[src/common/bptg_map.svh]
// What this block does
// - In short_selftest_position-test, top address nibble equals or complements the next nibble.
// - Short_selftest_position-test steps upper bytes 00,11..FF, then complemented pairing F0,E1..0F.
// - Lowest address bit comes from the lookup table, not the counter.
// - Data is the complement of the address bits, except data bit 0.
// - Short_selftest_position-test gives a short reset pulse over the first four steps after the wrap to address zero.
// - Full program counts address bits 19 to 1 from all zeros to ones.
// - Full program exercises hold, grants, ready, reset, interrupt from 80000 up.
// - On a bus-mode change, freeze pattern outputs about 50 ms, reset held.
// - A 32 by 8 table gives an 8-step program for queue and status lines.
// - Short_selftest_position-test runs short maximum-mode program; full program covers both modes when the bus-mode jumper picks alternation.
// - The skip jumper removes the freeze on a bus-mode change.
// - While halt is asserted, address, data and control outputs stay unchanged.
// - Bus-mode jumper picks fixed minimum, fixed maximum or alternation.
// - Clock-source jumper picks internal divider or external test clock.
// - Lowest address bit is driven only while its enable jumper is fitted.
// - Start and stop gating pulses bracket one pattern pass.
`ifndef BPTG_MAP_SVH
`define BPTG_MAP_SVH
`define BPTG_CLK_HZ 10000000
`define BPTG_FREEZE_MS 50
`define BPTG_FREEZE_CYC (`BPTG_CLK_HZ / 1000 * `BPTG_FREEZE_MS)
`define BPTG_INT_DIV 4'hA
`define BPTG_RST_STEPS 16'h0004
`define BPTG_SHORT_SELFTEST_POSITION_LAST 16'hFFFF
`define BPTG_CTRL_BIT 18
`define BPTG_CNT_RST 19'h00000
`define BPTG_FZ_RST 20'h00000
`define BPTG_DIV_RST 4'h0
`define BPTG_PROM_A0 5
`define BPTG_PROM_NMI 6
`define BPTG_PROM_UBE 7
`endif

[src/common/bptg_pkg.sv]
package bptg_pkg;
  typedef enum logic [1:0] {
    BPTG_MODE_MIN = 2'b00,
    BPTG_MODE_MAX = 2'b01,
    BPTG_MODE_ALT = 2'b10
  } bptg_mode_e;
  typedef enum logic {
    BPTG_RUN = 1'b0,
    BPTG_FREEZE = 1'b1
  } bptg_state_e;
  typedef logic [7:0] bptg_prom_t;
  typedef struct packed {
    logic hold;
    logic bus_hold_grant;
    logic request_grant_line_zero;
    logic request_grant_line_one;
    logic ready;
    logic interrupt_request;
    logic nmi;
    logic upper_byte_enable;
    logic [2:0] status;
    logic [1:0] queue_status;
  } bptg_ctrl_s;
endpackage

[src/core/bptg_gen.sv]
`timescale 1ns/1ns
`include "bptg_map.svh"
module bptg_gen #(
  parameter int unsigned FREEZE_CYCLES = `BPTG_FREEZE_CYC
) (
  input wire logic i_clk,
  input wire logic i_arst_n,
  input wire logic i_short_selftest_position,
  input wire logic i_skip_mode_change_delay,
  input wire logic i_clock_source_select,
  input wire logic i_ext_test_clk,
  input wire logic i_halt,
  input wire bptg_pkg::bptg_mode_e i_bus_mode_sel,
  input wire logic i_grant_line_sel,
  input wire logic i_addr0_enable,
  output logic [19:0] o_addr,
  output logic o_addr0_oe,
  output logic [15:0] o_data,
  output bptg_pkg::bptg_ctrl_s o_ctrl,
  output logic o_reset,
  output logic o_min_mode,
  output logic o_sa_start,
  output logic o_sa_stop
);

  localparam logic [19:0] FZ_LAST = 20'(FREEZE_CYCLES - 1);

  logic [3:0] div_q;
  logic ext_q;
  logic tick;
  logic advance;
  logic [18:0] cnt_q;
  logic [18:0] cnt_d;
  logic last;
  logic min_q;
  logic min_d;
  logic [19:0] fz_q;
  bptg_pkg::bptg_state_e state_q;
  bptg_pkg::bptg_prom_t prom;
  logic [19:0] addr_d;
  logic short_selftest_position_rst;
  logic full_rst;
  logic step_min;
  logic freeze_go;

  // Lookup table; index is test bank, mode bank and 3-bit step, repeating every 8 addresses.
  function automatic bptg_pkg::bptg_prom_t prom_lookup(input logic [4:0] idx);
    bptg_pkg::bptg_prom_t v;
    v = 8'h00;
    case (idx)
      5'h00: v = 8'h84;
      5'h01: v = 8'h21;
      5'h02: v = 8'h4A;
      5'h03: v = 8'h13;
      5'h04: v = 8'hA6;
      5'h05: v = 8'h0D;
      5'h06: v = 8'h62;
      5'h07: v = 8'h17;
      5'h08: v = 8'h85;
      5'h09: v = 8'h20;
      5'h0A: v = 8'h4B;
      5'h0B: v = 8'h12;
      5'h0C: v = 8'hA7;
      5'h0D: v = 8'h0C;
      5'h0E: v = 8'h63;
      5'h0F: v = 8'h16;
      5'h10: v = 8'h80;
      5'h11: v = 8'h29;
      5'h12: v = 8'h42;
      5'h13: v = 8'h1B;
      5'h14: v = 8'hA4;
      5'h15: v = 8'h09;
      5'h16: v = 8'h6A;
      5'h17: v = 8'h11;
      5'h18: v = 8'h81;
      5'h19: v = 8'h28;
      5'h1A: v = 8'h43;
      5'h1B: v = 8'h1A;
      5'h1C: v = 8'hA5;
      5'h1D: v = 8'h08;
      5'h1E: v = 8'h6B;
      5'h1F: v = 8'h10;
      default: v = 8'h00;
    endcase
    return v;
  endfunction

  // Builds the 20-bit address from the counter and the table's bit 5.
  function automatic logic [19:0] build_addr(
    input logic [18:0] c,
    input logic short_selftest_position_pos,
    input logic a0
  );
    logic [19:0] a;
    a = {c, a0};
    if (short_selftest_position_pos)
    begin
      a[19:16] = c[15] ? ~c[14:11] : c[14:11];
    end
    return a;
  endfunction

  // A pass boundary needs a freeze when the mode flips and the skip jumper is out.
  function automatic logic freeze_needed(
    input logic cur_min,
    input logic next_min,
    input logic skip
  );
    return (cur_min != next_min) && !skip;
  endfunction

  // True when a counter value is the final step of a pass.
  function automatic logic pass_end(
    input logic [18:0] c,
    input logic short_selftest_position_pos
  );
    logic e;
    e = &c;
    if (short_selftest_position_pos)
    begin
      e = (c[15:0] == `BPTG_SHORT_SELFTEST_POSITION_LAST);
    end
    return e;
  endfunction

  // Selects the test clock and makes one advance enable per active edge.
  always_ff @(posedge i_clk or negedge i_arst_n)
  begin
    if (!i_arst_n)
    begin
      div_q <= `BPTG_DIV_RST;
      ext_q <= 1'b0;
    end
    else
    begin
      ext_q <= i_ext_test_clk;
      if (div_q == `BPTG_INT_DIV - 4'h1)
      begin
        div_q <= `BPTG_DIV_RST;
      end
      else
      begin
        div_q <= div_q + 4'h1;
      end
    end
  end

  always_comb
  begin
    if (i_clock_source_select)
    begin
      tick = i_ext_test_clk & ~ext_q;
    end
    else
    begin
      tick = (div_q == `BPTG_INT_DIV - 4'h1);
    end
  end

  assign advance = tick & ~i_halt & (state_q == bptg_pkg::BPTG_RUN);

  // Counter wrap and next value; short_selftest_position-test uses only the low 16 counter bits.
  always_comb
  begin
    last = pass_end(cnt_q, i_short_selftest_position);
    if (last)
    begin
      cnt_d = `BPTG_CNT_RST;
    end
    else
    begin
      cnt_d = cnt_q + 19'h00001;
    end
  end

  // Bus mode taken for the next pass; it only changes at the wrap.
  always_comb
  begin
    min_d = min_q;
    if (i_short_selftest_position)
    begin
      min_d = 1'b0;
    end
    else
    begin
      case (i_bus_mode_sel)
        bptg_pkg::BPTG_MODE_MIN: min_d = 1'b1;
        bptg_pkg::BPTG_MODE_MAX: min_d = 1'b0;
        bptg_pkg::BPTG_MODE_ALT: min_d = ~min_q;
        default: min_d = 1'b0;
      endcase
    end
  end

  always_ff @(posedge i_clk or negedge i_arst_n)
  begin
    if (!i_arst_n)
    begin
      cnt_q <= `BPTG_CNT_RST;
    end
    else if (advance)
    begin
      cnt_q <= cnt_d;
    end
  end

  // Mode register and freeze sequencer.
  always_ff @(posedge i_clk or negedge i_arst_n)
  begin
    if (!i_arst_n)
    begin
      min_q <= 1'b0;
      state_q <= bptg_pkg::BPTG_RUN;
      fz_q <= `BPTG_FZ_RST;
    end
    else
    begin
      case (state_q)
        bptg_pkg::BPTG_RUN:
        begin
          if (advance && last)
          begin
            min_q <= min_d;
            if (freeze_go)
            begin
              state_q <= bptg_pkg::BPTG_FREEZE;
              fz_q <= `BPTG_FZ_RST;
            end
          end
        end
        bptg_pkg::BPTG_FREEZE:
        begin
          if (fz_q == FZ_LAST)
          begin
            state_q <= bptg_pkg::BPTG_RUN;
          end
          else
          begin
            fz_q <= fz_q + 20'h00001;
          end
        end
        default:
        begin
          state_q <= bptg_pkg::BPTG_RUN;
        end
      endcase
    end
  end

  // The table and the mode output follow the mode in force for the step being taken.
  assign step_min = last ? min_d : min_q;
  assign freeze_go = advance & last & freeze_needed(min_q, min_d, i_skip_mode_change_delay);
  assign prom = prom_lookup({i_short_selftest_position, step_min, cnt_d[2:0]});
  assign addr_d = build_addr(cnt_d, i_short_selftest_position, prom[`BPTG_PROM_A0]);
  assign short_selftest_position_rst = (cnt_d[15:0] < `BPTG_RST_STEPS);
  assign full_rst = (&cnt_d[10:4]) & cnt_d[`BPTG_CTRL_BIT];

  // Pattern outputs update only on an advance, so halt and freeze hold them.
  always_ff @(posedge i_clk or negedge i_arst_n)
  begin
    if (!i_arst_n)
    begin
      o_addr <= 20'h00000;
      o_data <= 16'hFFFF;
      o_ctrl <= '0;
      o_min_mode <= 1'b0;
    end
    else if (advance)
    begin
      o_addr <= addr_d;
      o_data <= {~addr_d[15:1], prom[0]};
      o_min_mode <= step_min;
      o_ctrl.status <= prom[2:0];
      o_ctrl.queue_status <= prom[4:3];
      o_ctrl.nmi <= prom[`BPTG_PROM_NMI];
      o_ctrl.upper_byte_enable <= prom[`BPTG_PROM_UBE];
      if (!i_short_selftest_position && cnt_d[`BPTG_CTRL_BIT])
      begin
        o_ctrl.hold <= min_q & cnt_d[3];
        o_ctrl.bus_hold_grant <= min_q & cnt_d[4];
        o_ctrl.request_grant_line_zero <= ~min_q & ~i_grant_line_sel & cnt_d[3];
        o_ctrl.request_grant_line_one <= ~min_q & i_grant_line_sel & cnt_d[3];
        o_ctrl.ready <= ~cnt_d[5];
        o_ctrl.interrupt_request <= cnt_d[6];
      end
      else
      begin
        o_ctrl.hold <= 1'b0;
        o_ctrl.bus_hold_grant <= 1'b0;
        o_ctrl.request_grant_line_zero <= 1'b0;
        o_ctrl.request_grant_line_one <= 1'b0;
        o_ctrl.ready <= 1'b1;
        o_ctrl.interrupt_request <= 1'b0;
      end
    end
  end

  // Reset to the module under test: pattern reset, or held through a freeze.
  always_ff @(posedge i_clk or negedge i_arst_n)
  begin
    if (!i_arst_n)
    begin
      o_reset <= 1'b0;
    end
    else if (state_q == bptg_pkg::BPTG_FREEZE)
    begin
      o_reset <= 1'b1;
    end
    else if (advance)
    begin
      if (freeze_go)
      begin
        o_reset <= 1'b1;
      end
      else if (i_short_selftest_position)
      begin
        o_reset <= short_selftest_position_rst;
      end
      else
      begin
        o_reset <= full_rst;
      end
    end
  end

  // Signature gating pulses at the first and last step of a pass.
  always_ff @(posedge i_clk or negedge i_arst_n)
  begin
    if (!i_arst_n)
    begin
      o_sa_start <= 1'b0;
      o_sa_stop <= 1'b0;
    end
    else
    begin
      o_sa_start <= advance & last;
      o_sa_stop <= advance & pass_end(cnt_d, i_short_selftest_position);
    end
  end

  assign o_addr0_oe = i_addr0_enable;

endmodule

[config.mk]
export PLATFORM = sky130hd
export DESIGN_NAME = bptg_gen
export DESIGN_NICKNAME = d
export VERILOG_FILES = /design/src/common/bptg_pkg.sv /design/src/core/bptg_gen.sv
export VERILOG_INCLUDE_DIRS = /design/src /design/src/common
export SDC_FILE = /design/constraint.sdc
export NUM_CORES = 1
export LEC_CHECK = 0
export BUFFER_PORTS_ARGS = -buffer_cell sky130_fd_sc_hd__buf_2
export CAP_MARGIN = 20
export CELL_PAD_IN_SITES_DETAIL_PLACEMENT = 1
export CELL_PAD_IN_SITES_GLOBAL_PLACEMENT = 2
export CORE_MARGIN = 2
export CORE_UTILIZATION = 38
export DETAILED_ROUTE_END_ITERATION = 8
export PLACE_DENSITY = 0.95
export SLEW_MARGIN = 20
export SYNTH_ARGS = -nofsm -noshare
export SYNTH_HDL_FRONTEND = slang
export SYNTH_SLANG_ARGS = --single-unit
[constraint.sdc]
create_clock -name i_clk -period 4.85 [get_ports i_clk]
set_input_delay 0.97 -clock i_clk [delete_from_list [all_inputs] [get_ports i_clk]]
set_output_delay 0.97 -clock i_clk [all_outputs]
set_load 0.005 [all_outputs]
==> flow_metrics.py <==
metrics = {
    "critical_path": {
        "reg2reg_slack_ns": 1.0,
        "slowest_stage": "dfrtp_1",
        "rr_endpoint": "o_reset",
        "cp_max_fo": 20,
        "cp-end-kind": "register",
        "rr_worst_depth": 10,
        "r2r-start": "cnt_q[0]",
        "worst_ep_required_time_ns": 5.15,
        "crit_top_cell": "ha_1",
        "cp.arrival_ns": 4.15,
        "critPathLaunchType": "register",
        "crit_type": "reg2reg",
        "slowest_delay_ns": 0.62,
        "worstPathCellList": "ha_1 > nand4_2 > or4_4 > or3_4 > o21ai_2 > ha_1 > o21ai_0 > or4b_2 > a211oi_1 > a221o_1",
    },
    "clocking": {
        "cts_tree": "built",
        "post_cts_buffers": 0,
        "clk_pin_slew_ns": 0.07,
        "cts_hold_repair.buffers": 0,
        "clk_latency_ns": 0.36,
        "cts_buffers": 9,
        "cts_resized": 0,
        "cts_max_path_buffers": 2,
        "h-tree-depth": 3,
        "cts.sinks": 84,
        "root_buffer": "clkbuf_16",
    },
    "global_route": {
        "grt_pass1_vias": 4107,
        "track_usage": 0.2094,
        "grt_remaining_overflow": 0,
        "grt_max_degree": 85,
        "antenna_found_initial": 0,
        "grt_pass1_wl_mm": 21.40,
    },
    "min_path": {
        "holdCritStartpoint": "o_data[15]",
        "holdPathStages": 2,
        "min_path_type": "reg2reg",
        "whs_endpoint": "o_data[15]",
    },
    "routing": {
        "drt_iter0_markers": 251,
        "finalWirelength_mm": 12.86,
        "drc": 0,
        "viasPerCell": 5.656,
        "vias": 3931,
        "postRouteAntennaNets": 0,
        "first_pass_iters": 4,
        "wl_per_cell_um": 18.50,
    },
    "placed_design": {
        "hpwlAfterDp_mm": 9.157,
        "dp_slack_ns": 0.9764,
        "dp_cells": 679,
        "gp_congestion": 0.8925,
        "io_buffers": 62,
    },
    "yosys": {
        "syn_area_per_cell_um2": 9.074,
        "ys_ff_latch": 84,
        "syn_inst": 515,
        "ys_types": 62,
        "ys.flop_type": "dfrtp_1",
        "ys_seq_area_frac": 0.4541,
        "ys_top_cells_by_area": "dfrtp_1 36%, dfstp_2 9.0%, nand2_1 5.7%",
        "synth_top_area_share": 0.3641,
        "synth_top_cell_by_area": "dfrtp_1",
        "ys_async_sr_fraction": 1.000,
        "synth_edf_count": 0,
        "synth_warnings": 0,
        "synth_area_um2": 4673,
        "synth_nets": 535,
    },
    "power": {
        "powerDensity_nw_per_um2": 403.3,
        "ir_drop_mv": 0.2899,
        "p_leak_nw": 2.210,
    },
    "sta": {
        "grt_setup_unrepaired": "false",
        "finalSetupViolations": 0,
        "drv_slew": 0,
        "period_minus_slack_ns": 3.854,
        "worstMarginPinSlew_ns": 0.9090,
        "final-hold-violation-count": 0,
        "timing.final.ws_setup_ns": 0.9960,
        "fin_skew_ns": 0.01427,
        "fin_setup_tns_ns": 0,
        "min_period_over_period": 0.7946,
        "slew-limit-headroom": 0.3861,
        "clock.fmax_ghz": 0.2595,
    },
    "cells_and_area": {
        "drive_gt1_frac": 0.2080,
        "final_cell_mix": "71 x nand2_1, 68 x dfrtp_1, 61 x buf_2, 56 x nor2_1, 31 x o21ai_0",
        "diodes": 0,
        "fin_cells": 695,
        "final_nets": 563,
        "synthToLayoutAreaGrowth_pct": 12.21,
        "layout_commonest_cell": "nand2_1",
    },
    "floorplanning": {
        "dieHeight_um": 114.9,
        "start_util": 0.3891,
        "coreArea_um2": 12010,
        "io_pins": 65,
        "dieArea_um2": 13200,
        "die_x_um": 114.9,
        "num_rows": 40,
    },
    "flow_run": {
        "drv_cap": 0,
    },
    "run_status": {
        "status": "complete, no violations",
    },
}
==> sequential cells by signal (all words and copies together) (netlist names) <==
name        count
fz_q           20
cnt_q          19
o_data         16
o_ctrl         13
o_addr          5
div_q           4
ext_q           1
min_q           1
o_min_mode      1
o_reset         1
o_sa_start      1
o_sa_stop       1
state_q         1
==> synth_stat cells, types with 6 or more instances <==
| library cell | instances |
|---|---|
| xor2_1 | 19 |
| a31oi_1 | 6 |
| nor3_1 | 19 |
| nor2_1 | 56 |
| a21oi_1 | 13 |
| dfrtp_1 | 68 |
| dfstp_2 | 16 |
| nand3_1 | 23 |
| nor4_1 | 8 |
| clkbuf_1 | 21 |
| o21ai_0 | 31 |
| nand2_1 | 71 |
| nand4_1 | 12 |
| ha_1 | 9 |
| buf_4 | 22 |
| mux2i_1 | 6 |
| inv_1 | 12 |
| o21a_1 | 7 |
| xnor2_1 | 21 |
==> area by class of cell <==
class | instances | area, um^2
Clock buffer | 9 | 225.2
Clock inverter | 7 | 85.08
Fill cell | 1410 | 6768
Inverter | 13 | 48.80
Multi-Input combinational cell | 371 | 2247
Sequential cell | 84 | 2122
Tap cell | 147 | 183.9
Timing Repair Buffer | 64 | 331.6
==> critical path: cells and delay by family (launching register included) <==
family / cells / cell delay, ns
and+or+nand+nor: 4 / 1.89
AOI/OAI and AO/OA: 4 / 0.62
adders and majority gates: 2 / 0.67
DFF: 1 / 0.62
==> how the worst max path moves through the flow <==
stage	startpoint	end	slack, ns	cells past startpoint
after CTS	cnt_q[0]	o_reset	0.98	10
after global placement	cnt_q[0]	o_reset	1.19	10
after detailed placement	cnt_q[0]	o_reset	0.98	10
final	cnt_q[0]	o_reset	1.0	10
after floorplan	cnt_q[1]	o_reset	1.62	12
after global routing	cnt_q[0]	o_reset	0.74	10
==> stage by stage <==
| step | instance area, um^2 | utilization | power (mW) | hold slack [ns] |
|---|---|---|---|---|
| floorplan | 4673 | - | 1.231 | 0.4482 |
| global placement | 4930 | 0.4104 | 1.378 | 0.4472 |
| detailed placement | 4930 | 0.4104 | 1.404 | 0.4612 |
| CTS | 5240 | 0.4363 | 2.146 | 0.4721 |
| global route | 5244 | 0.4366 | 2.242 | 0.4971 |
| finish | 5244 | 0.4366 | 2.115 | 0.4650 |
==> routing by layer <==
layer  share of wire  routed length, um  track usage  up-vias
met5               0                  0            0        -
met4           0.027                342      0.08835        0
met3           0.049                635      0.05693       28
met2            0.47               6021       0.3314       90
met1            0.46               5856       0.2715     1980
li1                -                  -            -     1833
==> where the power goes <==
group	switching (mW)	internal (mW)
Combinational	0.256	0.202
Sequential	0.111	0.818
Clock	0.316	0.412
==> cell families (layout without fill, tap and decap cells) <==
family	count (synthesis)	after routing	share of synthesized area
buf+inv	60	93	0.06666
compound gates	90	90	0.1272
simple gates	223	223	0.2297
xor+xnor	40	40	0.07497
mux	9	9	0.02329
fa+ha+maj	9	9	0.02410
flops	84	84	0.4541
(Power assumes the default switching activity.)
